### src/hdl/rtca_pkg.sv
// shared constants and types of the alarm, protect and trim control block
package rtca_pkg;
  // register indices; byte address is four times the index
  localparam logic [5:0] IDX_PROT  = 6'h10;
  localparam logic [5:0] IDX_IRQ   = 6'h11;
  localparam logic [5:0] IDX_ATRIM = 6'h12;
  localparam logic [5:0] IDX_DTRIM = 6'h13;
  localparam logic [5:0] IDX_PSW   = 6'h14;
  localparam logic [5:0] IDX_STAT  = 6'h3F;
  localparam logic [2:0] FLD_YR   = 3'h5;
  localparam logic [2:0] FLD_Y2K  = 3'h7;
  localparam int         ALM_SEL  = 3;
  // field positions
  localparam int ST_BAT       = 7;
  localparam int ST_FLAG1     = 6;
  localparam int ST_FLAG0     = 5;
  localparam int ST_UNUSED    = 3;
  localparam int PROT_SEL_LSB = 5;
  localparam int IRQ_PULSED   = 7;
  localparam int IRQ_EN1      = 6;
  localparam int IRQ_EN0      = 5;
  localparam int IRQ_FREQ_LSB = 3;
  localparam int PSW_BUS_OFF  = 7;
  localparam int PSW_POLICY   = 6;
  localparam int ALM_EN       = 7;
  localparam int DT_SIGN      = 2;
  localparam int DT_10PPM     = 1;
  localparam int DT_20PPM     = 0;
  localparam int AT_MSB       = 5;
  // reset values
  localparam logic [2:0] BP_RST  = 3'h0;
  localparam logic [7:0] IRQ_RST = 8'h00;
  localparam logic [5:0] AT_RST  = 6'h00;
  localparam logic [2:0] DT_RST  = 3'h0;
  // block protect codes and bounds
  localparam logic [2:0] BP_NONE = 3'h0;
  localparam logic [2:0] BP_UPQ  = 3'h1;
  localparam logic [2:0] BP_UPH  = 3'h2;
  localparam logic [2:0] BP_ALL  = 3'h3;
  localparam logic [2:0] BP_P4   = 3'h4;
  localparam logic [2:0] BP_P8   = 3'h5;
  localparam logic [2:0] BP_P16  = 3'h6;
  localparam logic [2:0] BP_ALL2 = 3'h7;
  localparam logic [8:0] PA_UPQ  = 9'h180;
  localparam logic [8:0] PA_UPH  = 9'h100;
  localparam logic [8:0] PA_P4   = 9'h03F;
  localparam logic [8:0] PA_P8   = 9'h07F;
  localparam logic [8:0] PA_P16  = 9'h0FF;
  // shared pin sources
  localparam logic [1:0] FO_ALARM = 2'h0;
  localparam logic [1:0] FO_32K   = 2'h1;
  localparam logic [1:0] FO_4K    = 2'h2;
  localparam logic [1:0] FO_1HZ   = 2'h3;
  localparam int         FDIV_W   = 3;
  // trim figures
  localparam logic [5:0] PPM_STEP_LO = 6'h0A;
  localparam logic [5:0] PPM_STEP_HI = 6'h14;
  localparam logic [31:0] PPM_SCALE  = 32'h000F4240;
  localparam logic [6:0] CAP_BASE_HALFPF = 7'h12;
  // supply reset threshold codes
  typedef enum logic [2:0] {
    VT_4V64 = 3'h0, VT_4V38 = 3'h1, VT_3V09 = 3'h2, VT_2V92 = 3'h3, VT_2V63 = 3'h4
  } rtca_vts_t;
  typedef enum logic [1:0] {PS_IDLE = 2'b01, PS_PULSE = 2'b10} rtca_pst_t;
  // time bytes, seconds in the low byte, index equals alarm field index
  typedef struct packed {
    logic [7:0] dw;
    logic [7:0] yr;
    logic [7:0] mo;
    logic [7:0] dt;
    logic [7:0] hr;
    logic [7:0] mn;
    logic [7:0] sc;
  } rtca_time_t;
  typedef struct packed {
    logic       req;
    logic [8:0] addr;
  } rtca_memwr_t;
endpackage

### src/hdl/rtca_ctrl.sv
// alarm compare, array write protect, pin select, trim and supply reset control
//
// Our own choices: the address map and the Wishbone interface to the registers.
`timescale 1ns/10ps

// What this block does
// - status bit 3 always reads zero; host writes it as zero.
// - alarm bytes mirror time bytes; bit 7 enables comparing that field.
// - year never joins the alarm compare.
// - alarm fires when all enabled fields equal time; any subset may be enabled.
// - writes into the protected range are dropped.
// - code 0 none, 1 180h-1FFh, 2 100h-1FFh, 3 and 7 whole array.
// - code 4 000h-03Fh, 5 000h-07Fh, 6 000h-0FFh.
// - alarm on pin only with an alarm enable set and select code 00.
// - pulsed mode pulses pin on every match, repeatedly.
// - either alarm activates pin; in pulsed mode each gets its own pulse.
// - select 00 alarm, 01 32.768kHz, 10 4096Hz, 11 1Hz.
// - digital trim alters counts per second, averaging the error.
// - trim top bit is sign; 000 and 100 mean no correction.
// - middle trim bit 10ppm, lowest 20ppm, up to 30ppm.
// - capacitor code: inverted msb 16, then 8,4,2,1,0.5 pF plus 9pF.
// - bus-off bit disables serial bus in battery mode; default 0.
// - power-switch bit: 0 standard policy, 1 legacy policy.
// - threshold code selects 4.64, 4.38, 3.09, 2.92 or 2.63 V.
// - threshold field is never write protected.
// - in battery mode reset goes low below threshold, held until mains return.
// - alarm flags set on match always; cleared by a status read.
module rtca_ctrl
  import rtca_pkg::*;
#(
  parameter int         OSC_PER_SEC = 32768,
  parameter int         PULSE_OSC   = 16,
  parameter logic       DEF_BSW     = 1'b1,
  parameter logic [2:0] DEF_VTS     = 3'h0
) (
  input  wire logic        ref_clk_i,
  input  wire logic        srst_i,
  input  wire logic        ce_i,
  input  wire logic        wb_cyc_i,
  input  wire logic        wb_stb_i,
  input  wire logic        wb_we_i,
  input  wire logic [7:0]  wb_adr_i,
  input  wire logic [3:0]  wb_sel_i,
  input  wire logic [31:0] wb_dat_i,
  output logic      [31:0] wb_dat_o,
  output logic             wb_ack_o,
  input  wire rtca_time_t  time_i,
  input  wire rtca_memwr_t mem_wr_i,
  output logic             mem_wr_en_o,
  input  wire logic        osc_clk_i,
  input  wire logic        battery_mode_i,
  input  wire logic        vdd_low_i,
  output logic             irq_freq_pin_o,
  output logic             sec_tick_o,
  output logic      [6:0]  cap_code_o,
  output logic      [5:0]  trim_ppm_o,
  output logic      [2:0]  thresh_sel_o,
  output logic             supply_switch_policy_o,
  output logic             bus_enable_o,
  output logic             rst_n_o
);
  localparam int CNT_W = $clog2(OSC_PER_SEC) + 1;
  localparam int PW    = $clog2(PULSE_OSC) + 1;

  if (OSC_PER_SEC < 64 || OSC_PER_SEC > 32768) begin : g_chk_osc
    $error("OSC_PER_SEC out of range");
  end
  if (PULSE_OSC < 1 || PULSE_OSC > 255) begin : g_chk_pulse
    $error("PULSE_OSC out of range");
  end

  // synchronisers: stage one feeds stage two only
  logic [2:0] osc_sy;
  logic [1:0] bat_sy;
  logic [1:0] vlow_sy;
  always_ff @(posedge ref_clk_i) begin
    if (srst_i) begin
      osc_sy  <= 3'h0;
      bat_sy  <= 2'h0;
      vlow_sy <= 2'h0;
    end else if (ce_i) begin
      osc_sy  <= {osc_sy[1:0], osc_clk_i};
      bat_sy  <= {bat_sy[0], battery_mode_i};
      vlow_sy <= {vlow_sy[0], vdd_low_i};
    end
  end
  logic osc_s, osc_rise, bat_s, vlow_s;
  assign osc_s    = osc_sy[1];
  assign osc_rise = osc_sy[1] & ~osc_sy[2];
  assign bat_s    = bat_sy[1];
  assign vlow_s   = vlow_sy[1];

  // register file state
  logic [7:0] alarm [2][8];
  logic [7:0] next_alarm [2][8];
  logic [2:0] bp, next_bp;
  logic [7:0] intc, next_intc;
  logic [5:0] atrim, next_atrim;
  logic [2:0] dtrim, next_dtrim;
  logic       bus_off, next_bus_off, policy, next_policy;
  logic [2:0] vts, next_vts;
  logic [1:0] flag, next_flag;
  logic       ack, next_ack;
  logic [7:0] dat, next_dat, rd_val;

  logic [5:0] idx;
  logic       req_new, fire, wr_fire, sr_rd_fire, alm_addr;
  assign idx        = wb_adr_i[7:2];
  assign req_new    = wb_cyc_i & wb_stb_i & ~ack;
  // request is acked one cycle late; write lands on the edge the master sees ack
  assign fire       = wb_cyc_i & wb_stb_i & ack;
  assign wr_fire    = fire & wb_we_i & wb_sel_i[0];
  assign sr_rd_fire = fire & ~wb_we_i & (idx == IDX_STAT);
  assign alm_addr   = (idx[5:4] == 2'b00) && (idx[2:0] != FLD_YR) && (idx[2:0] != FLD_Y2K);
  assign wb_ack_o   = ack;
  assign wb_dat_o   = {24'h000000, dat};

  logic [1:0] fo_sel;
  logic       pulsed, match_any_en;
  logic [1:0] alen;
  assign fo_sel = intc[IRQ_FREQ_LSB +: 2];
  assign pulsed = intc[IRQ_PULSED];
  assign alen   = {intc[IRQ_EN1], intc[IRQ_EN0]};
  assign match_any_en = |alen;

  // alarm compare per alarm and per field
  logic [1:0][6:0] fld_ok;
  logic [1:0][6:0] fld_en;
  logic [1:0]      match, match_q, match_rise;
  for (genvar a = 0; a < 2; a++) begin : g_alm
    for (genvar f = 0; f < 7; f++) begin : g_fld
      if (f == 5) begin : g_year
        assign fld_ok[a][f] = 1'b1;
        assign fld_en[a][f] = 1'b0;
      end else begin : g_cmp
        assign fld_en[a][f] = alarm[a][f][ALM_EN];
        assign fld_ok[a][f] = ~fld_en[a][f] |
                              (alarm[a][f][6:0] == time_i[8*f +: 7]);
      end
    end
    assign match[a] = (&fld_ok[a]) & (|fld_en[a]);
  end
  assign match_rise = match & ~match_q;

  always_comb begin
    rd_val = 8'h00;
    if (alm_addr) begin
      rd_val = alarm[idx[ALM_SEL]][idx[2:0]];
    end else begin
      unique case (idx)
        IDX_PROT:  rd_val = {bp, 5'h00};
        IDX_IRQ:   rd_val = intc;
        IDX_ATRIM: rd_val = {2'h0, atrim};
        IDX_DTRIM: rd_val = {5'h00, dtrim};
        IDX_PSW:   rd_val = {bus_off, policy, 3'h0, vts};
        IDX_STAT:  rd_val = {bat_s, flag[1], flag[0], 5'h00};
        default: rd_val = 8'h00;
      endcase
    end
  end

  always_comb begin
    next_alarm = alarm;
    next_bp    = bp;
    next_intc  = intc;
    next_atrim   = atrim;
    next_dtrim   = dtrim;
    next_bus_off = bus_off;
    next_policy  = policy;
    next_vts   = vts;
    next_ack   = req_new;
    next_dat   = req_new ? rd_val : dat;
    if (wr_fire) begin
      if (alm_addr) begin
        next_alarm[idx[ALM_SEL]][idx[2:0]] = wb_dat_i[7:0];
      end
      unique case (idx)
        IDX_PROT:  next_bp    = wb_dat_i[PROT_SEL_LSB +: 3];
        IDX_IRQ:   next_intc  = {wb_dat_i[7:3], 3'h0};
        IDX_ATRIM: next_atrim = wb_dat_i[5:0];
        IDX_DTRIM: next_dtrim = wb_dat_i[2:0];
        IDX_PSW: begin
          next_bus_off = wb_dat_i[PSW_BUS_OFF];
          next_policy  = wb_dat_i[PSW_POLICY];
          next_vts  = wb_dat_i[2:0];
        end
        default: next_bp = bp;
      endcase
    end
    // a match in the clearing cycle survives
    next_flag = (flag & ~{2{sr_rd_fire}}) | match_rise;
  end

  always_ff @(posedge ref_clk_i) begin
    if (srst_i) begin
      for (int a = 0; a < 2; a++) begin
        for (int f = 0; f < 8; f++) begin
          alarm[a][f] <= 8'h00;
        end
      end
      bp      <= BP_RST;
      intc    <= IRQ_RST;
      atrim   <= AT_RST;
      dtrim   <= DT_RST;
      bus_off <= 1'b0;
      policy  <= DEF_BSW;
      vts     <= DEF_VTS;
      flag    <= 2'h0;
      ack     <= 1'b0;
      dat     <= 8'h00;
      match_q <= 2'h0;
    end else if (ce_i) begin
      alarm   <= next_alarm;
      bp      <= next_bp;
      intc    <= next_intc;
      atrim   <= next_atrim;
      dtrim   <= next_dtrim;
      bus_off <= next_bus_off;
      policy  <= next_policy;
      vts     <= next_vts;
      flag    <= next_flag;
      ack     <= next_ack;
      dat     <= next_dat;
      match_q <= match;
    end
  end

  // array write gate; the array itself lives outside
  logic prot;
  always_comb begin
    unique case (bp)
      BP_NONE:        prot = 1'b0;
      BP_UPQ:         prot = mem_wr_i.addr >= PA_UPQ;
      BP_UPH:         prot = mem_wr_i.addr >= PA_UPH;
      BP_ALL, BP_ALL2: prot = 1'b1;
      BP_P4:          prot = mem_wr_i.addr <= PA_P4;
      BP_P8:          prot = mem_wr_i.addr <= PA_P8;
      BP_P16:         prot = mem_wr_i.addr <= PA_P16;
    endcase
  end
  assign mem_wr_en_o = mem_wr_i.req & ~prot;

  // second divider with averaged trim correction
  logic [CNT_W-1:0] osc_cnt, next_osc_cnt, term;
  logic [FDIV_W-1:0] div_cnt, next_div_cnt;
  logic [31:0] acc, next_acc, acc_sum;
  logic        adj, next_adj, next_tick;
  logic [5:0]  mag;
  assign mag  = (dtrim[DT_10PPM] ? PPM_STEP_LO : 6'h00) +
                (dtrim[DT_20PPM] ? PPM_STEP_HI : 6'h00);
  // positive correction shortens the second, negative stretches it
  assign term = CNT_W'(OSC_PER_SEC - 1) -
                CNT_W'(adj & ~dtrim[DT_SIGN]) + CNT_W'(adj & dtrim[DT_SIGN]);
  assign acc_sum = acc + 32'(mag) * 32'(OSC_PER_SEC);

  always_comb begin
    next_osc_cnt = osc_cnt;
    next_div_cnt = div_cnt;
    next_acc     = acc;
    next_adj     = adj;
    next_tick    = 1'b0;
    if (osc_rise) begin
      next_div_cnt = div_cnt + 1'b1;
      next_osc_cnt = osc_cnt + 1'b1;
      if (osc_cnt >= term) begin
        next_osc_cnt = '0;
        next_tick    = 1'b1;
        // carry one count whenever a million ppm-counts have built up
        if (acc_sum >= PPM_SCALE) begin
          next_acc = acc_sum - PPM_SCALE;
          next_adj = 1'b1;
        end else begin
          next_acc = acc_sum;
          next_adj = 1'b0;
        end
      end
    end
  end

  always_ff @(posedge ref_clk_i) begin
    if (srst_i) begin
      osc_cnt    <= '0;
      div_cnt    <= '0;
      acc        <= 32'h00000000;
      adj        <= 1'b0;
      sec_tick_o <= 1'b0;
    end else if (ce_i) begin
      osc_cnt    <= next_osc_cnt;
      div_cnt    <= next_div_cnt;
      acc        <= next_acc;
      adj        <= next_adj;
      sec_tick_o <= next_tick;
    end
  end

  // pulsed alarm sequencer
  rtca_pst_t       pst, next_pst;
  logic [1:0]      pend, next_pend;
  logic [PW-1:0]   pcnt, next_pcnt;
  logic            alarm_low, next_pin;
  always_comb begin
    next_pst  = pst;
    next_pcnt = pcnt;
    next_pend = pend | (match_rise & alen & {2{pulsed}});
    unique case (pst)
      PS_IDLE: begin
        if (pend != 2'h0) begin
          next_pst  = PS_PULSE;
          next_pcnt = '0;
          // one pulse per alarm, alarm 0 first
          next_pend[pend[0] ? 0 : 1] = 1'b0;
          next_pend = next_pend | (match_rise & alen & {2{pulsed}});
        end
      end
      PS_PULSE: begin
        if (osc_rise) begin
          next_pcnt = pcnt + 1'b1;
          if (pcnt == PW'(PULSE_OSC - 1)) begin
            next_pst = PS_IDLE;
          end
        end
      end
    endcase
    if (!pulsed || !match_any_en) begin
      next_pend = 2'h0;
    end
    alarm_low = pulsed ? (pst == PS_PULSE) : ((flag & alen) != 2'h0);
    unique case (fo_sel)
      FO_ALARM: next_pin = ~(alarm_low & match_any_en);
      FO_32K:   next_pin = osc_s;
      FO_4K:    next_pin = div_cnt[FDIV_W-1];
      FO_1HZ:   next_pin = osc_cnt < CNT_W'(OSC_PER_SEC / 2);
    endcase
  end

  always_ff @(posedge ref_clk_i) begin
    if (srst_i) begin
      pst            <= PS_IDLE;
      pend           <= 2'h0;
      pcnt           <= '0;
      irq_freq_pin_o <= 1'b1;
    end else if (ce_i) begin
      pst            <= next_pst;
      pend           <= next_pend;
      pcnt           <= next_pcnt;
      irq_freq_pin_o <= next_pin;
    end
  end

  // supply side outputs; the latch ignores the supply recovering above threshold while on battery
  logic next_rst_n;
  always_comb begin
    next_rst_n = rst_n_o;
    if (bat_s && vlow_s) begin
      next_rst_n = 1'b0;
    end else if (!bat_s) begin
      next_rst_n = 1'b1;
    end
  end

  always_ff @(posedge ref_clk_i) begin
    if (srst_i) begin
      rst_n_o                <= 1'b1;
      bus_enable_o           <= 1'b1;
      cap_code_o             <= 7'h00;
      trim_ppm_o             <= 6'h00;
      thresh_sel_o           <= 3'h0;
      supply_switch_policy_o <= 1'b0;
    end else if (ce_i) begin
      rst_n_o                <= next_rst_n;
      bus_enable_o           <= ~(bat_s & bus_off);
      cap_code_o             <= CAP_BASE_HALFPF +
                                {1'b0, ~atrim[AT_MSB], atrim[AT_MSB-1:0]};
      trim_ppm_o             <= dtrim[DT_SIGN] ? 6'(-mag) : mag;
      thresh_sel_o           <= vts;
      supply_switch_policy_o <= policy;
    end
  end
endmodule

### config.mk
export PLATFORM = sky130hd
export DESIGN_NAME = rtca_ctrl
export DESIGN_NICKNAME = d
export VERILOG_FILES = /design/src/hdl/rtca_pkg.sv /design/src/hdl/rtca_ctrl.sv
export SDC_FILE = /design/constraint.sdc
export NUM_CORES = 1
export LEC_CHECK = 0
export ABC_AREA = 1
export BUFFER_PORTS_ARGS = -buffer_cell sky130_fd_sc_hd__buf_4
export CORE_MARGIN = 5
export CORE_UTILIZATION = 53
export CTS_CLUSTER_DIAMETER = 30
export DETAILED_ROUTE_END_ITERATION = 8
export GPL_TIMING_DRIVEN = 0
export PLACE_DENSITY = 0.77
export SLEW_MARGIN = 10
export SYNTH_ARGS = -nofsm -noshare
export SYNTH_HDL_FRONTEND = slang
export SYNTH_SLANG_ARGS = --single-unit
### constraint.sdc
create_clock -name ref_clk_i -period 2.5 [get_ports ref_clk_i]
set_input_delay 0.25 -clock ref_clk_i [delete_from_list [all_inputs] [get_ports ref_clk_i]]
set_output_delay 0.25 -clock ref_clk_i [all_outputs]
set_load 0.005 [all_outputs]
==> results by group <==
Run status
  – Status: finished, violations left
  – Failing checks: setup timing

Clock network
  – Max clock buf depth: 3
  – Worst-path clk slew: 50 ps
  – TritonCTS clock tree: yes
  – Htree depth: 2
  – TritonCTS Buffers: 56
  – Root Driver: clkbuf_16
  – Clock sinks: 241
  – Clk_lat worst skew: 580 ps

Global route
  – Vias in the first global route: 13.4k
  – Global route overflow: 0
  – Global-route wire length before repair: 71000 µm
  – Largest net degree at the start of global routing: 16
  – Antenna violations before repair: 0
  – Total GRT Usage: 31.3%

Timing
  – Clock Skew: 23.7 ps
  – Unrepaired setup endpoints after global routing: yes
  – Final Slew Violations: 0
  – Slew headroom: 40.3%
  – PnR worst setup slack: -53.1 ps
  – Tmin final: 2550 ps
  – Worst hold slack: 60.4 ps
  – Hold Violations, Final: 0
  – Worst Max-Slew Pin Slew: 896 ps
  – Final setup viols: 15
  – Fin crit share: 102%
  – Fmax: 0.392 GHz
  – Sum Neg Setup Slack: -356 ps

Logic synthesis
  – Mapped cell area: 13200 µm²
  – Sequential-to-total area share from yosys stat: 36.7%
  – Area leader, netlist: dfxtp_1
  – FF+latch count, synth: 241
  – Syn Area/Cell: 7.02 µm²
  – Top-area cell type share of the netlist area: 36.7%
  – Synth area leaders: dfxtp_1 37%, o21ai_0 8.9%, a21oi_1 8.3%
  – Yosys Warn Count: 0
  – Distinct cells, synth: 52
  – Syn Inst Count: 1875

Power
  – Pwr Density: 711 nW/µm²
  – Combinational Power Share: 6.3%
  – Register share of total power: 31.7%
  – Worst VDD drop: 0.755 mV
  – Sw frac: 23.7%
  – Sw power: 2.94 mW
  – P_int: 9.44 mW
  – Clock share of power: 62.1%
  – LEAKAGE: 7.26 nW

Final layout
  – Layout cells sized above 1: 19.9%
  – Nets: 2250
  – Final core occ: 71.4%
  – Fill cells: 1926
  – Synthesis-to-layout area growth: 32.3%
  – Multi-input gate area: 7560 µm²
  – Diode count: 0
  – FF+latch area: 4840 µm²
  – Final Instance Area: 17400 µm²

Setup path
  – Critical path arrival: 3040 ps
  – Terminus of the critical flop-to-flop path: acc[13]
  – Crit. End Element: flip-flop
  – Critical path's slowest cell: dfxtp_4
  – Worst EP required: 2980 ps
  – Startpoint types: flip-flop
  – Worst R2R Setup Slack: -50 ps
  – Path type of the worst setup path: reg2reg
  – Worst-path cell chain: ha_4 > inv_2 > fa_2 > inv_2 > nand3_2 > nand2_4 > xnor2_2 > nand3_2 > nor2_4 > buf_4 > nand3_4 > o21ai_4 > nand2_1 > a21oi_2
  – R2R cell count: 14
  – Worst flop-to-flop path startpoint: dtrim[1]
  – Dominant delay contributor by cell family on the critical path: simple AND/OR/NAND/NOR gates
  – Critical path's largest stage delay: 380 ps
  – Crit path max fanout: 8
  – Buf/Inv on CP: 3

Floorplan
  – Core area: 24400 µm²
  – DIE AREA: 28100 µm²
  – Initial Util: 53.9%
  – DIE WIDTH: 168 µm
  – FP Rows: 57
  – IO Pins: 174
  – Die H: 168 µm

Worst hold path
  – Worst Hold Depth: 3
  – Min-delay worst type: in2reg
  – WHS Endpoint: alarm[55]
  – Hold Startpoint: wb_dat_i[7]

Place
  – Gpl congestion: 1.02
  – PortBufs: 96
  – Detailed placer's ending HPWL: 32400 µm
  – Cell area after placement: 14400 µm²

Routing
  – Post-Route WL: 47000 µm
  – Post-DR wirelength/cell: 19.0 µm
  – DRT antenna net count: 0
  – DR vias: 14.0k
  – First drt pass iteration count: 6
  – Starting DRC count in detailed routing: 1411
  – Drt drc: 0
  – Via-per-instance ratio: 5.67

Job
  – Max Cap Viol: 0
==> power groups by stage <==
stage	combinational, mW	clock (mW)	sequential (mW)
after floorplan	0.393	0	3.99
after global placement	0.723	0	3.99
after detailed placement	0.733	0	3.99
after CTS	0.745	7.68	3.92
after global routing	0.833	7.92	3.92
final	0.776	7.68	3.92
==> stage by stage <==
| step | cells | power (mW) | setup slack (ps) |
|---|---|---|---|
| after global routing | 2471 | 12.7 | -157 |
| after floorplan | 1899 | 4.38 | 3.10 |
| after CTS | 2452 | 12.4 | -17.6 |
| after global placement | 2319 | 4.72 | -683 |
| after detailed placement | 2319 | 4.73 | -710 |
| final | 2471 | 12.4 | -53.1 |
==> layout by cell type (no fill, tap or decap), types with 25 or more instances in the layout <==
cell,Yosys,routed
nand2_1,269,250
dfxtp_1,241,236
clkbuf_1,52,58
buf_4,28,158
clkbuf_16,0,57
o21ai_0,234,224
conb_1,1,25
inv_1,218,212
xnor2_1,61,60
nor2_1,202,193
nand3_1,87,72
a21oi_1,217,200
xor2_1,50,49
==> area by class of cell <==
type                            count  area share (%)
Multi-Input combinational cell   1326            43.4
Sequential cell                   241            27.8
Clock buffer                       71            8.84
Timing Repair Buffer              143            6.65
Inverter                          233            5.12
Buffer                             98            3.15
Clock inverter                     34            2.64
Tap cell                          324            2.33
Timing Repair inverter              1          0.0431
==> cells in the mapped netlist, drive strengths merged <==
cell	number
a211oi	20
a21o	1
a21oi	217
a221oi	1
a22oi	1
a2bb2oi	1
a31oi	1
and2	1
and3	2
buf	47
clkbuf	53
clkinv	6
conb	1
dfxtp	241
fa	1
ha	30
inv	227
nand2	280
nand3	102
nand3b	5
nand4	22
nor2	214
nor3	14
nor3b	1
nor4	3
o211ai	9
o21ai	239
o221ai	1
o22ai	15
o311ai	1
o31ai	1
or2	4
or4	1
xnor2	62
xor2	50
==> worst max-delay path by stage <==
stage / from / to / slack, ps / cells after the start
final: dtrim[1] / acc[13] / -50 / 14
after floorplan: dtrim[1] / acc[24] / 3 / 16
after detailed placement: dtrim[2] / acc[25] / -710 / 12
after global routing: dtrim[1] / acc[13] / -160 / 14
after CTS: dtrim[1] / acc[14] / -20 / 17
after global placement: dtrim[2] / acc[23] / -680 / 12
==> flip-flops by register name, indices dropped and copies added, names as in the netlist, 5 cells and up <==
register / flops
trim_ppm_o: 5
pcnt: 5
atrim: 6
alarm: 124
cap_code_o: 7
intc: 5
dat: 8
acc: 26
osc_cnt: 16
==> cells by family (layout without fill, tap and decap cells) <==
group	after synthesis	after routing	share of synthesized area, %
and+or+nand+nor	649	649	21.9
buffers and inverters	333	580	10.6
DFF	241	241	36.7
adders and majority gates	31	31	3.01
xor gates and xnor gates	112	112	7.51
other	1	25	0.0285
AOI/OAI and AO/OA	508	509	20.3
==> worst register-to-register path: cells and delay by family (launching register included) <==
kind            cells  cell delay [ps]
simple gates        6              750
fa+ha+maj           2              490
compound gates      2              410
flops               1              380
buf+inv             3              270
xor+xnor            1              170
==> layer usage <==
metal	vias up	global-route usage, %	wire [µm]
li1	6601	-	-
met1	6514	41.9	19300
met2	736	48.6	20900
met3	152	7.61	4860
met4	0	12.9	1860
met5	-	0	0
==> timing repair <==
item,in CTS,in global routing
setup endpoints to repair,42,89
pin swaps,12,37
hold buffers,3,0
setup buffers,22,23
gates cloned,3,0
endpoints found under the hold margin,3,0
gates resized for setup,41,116
Note: power is estimated with default switching activity, not from simulation.
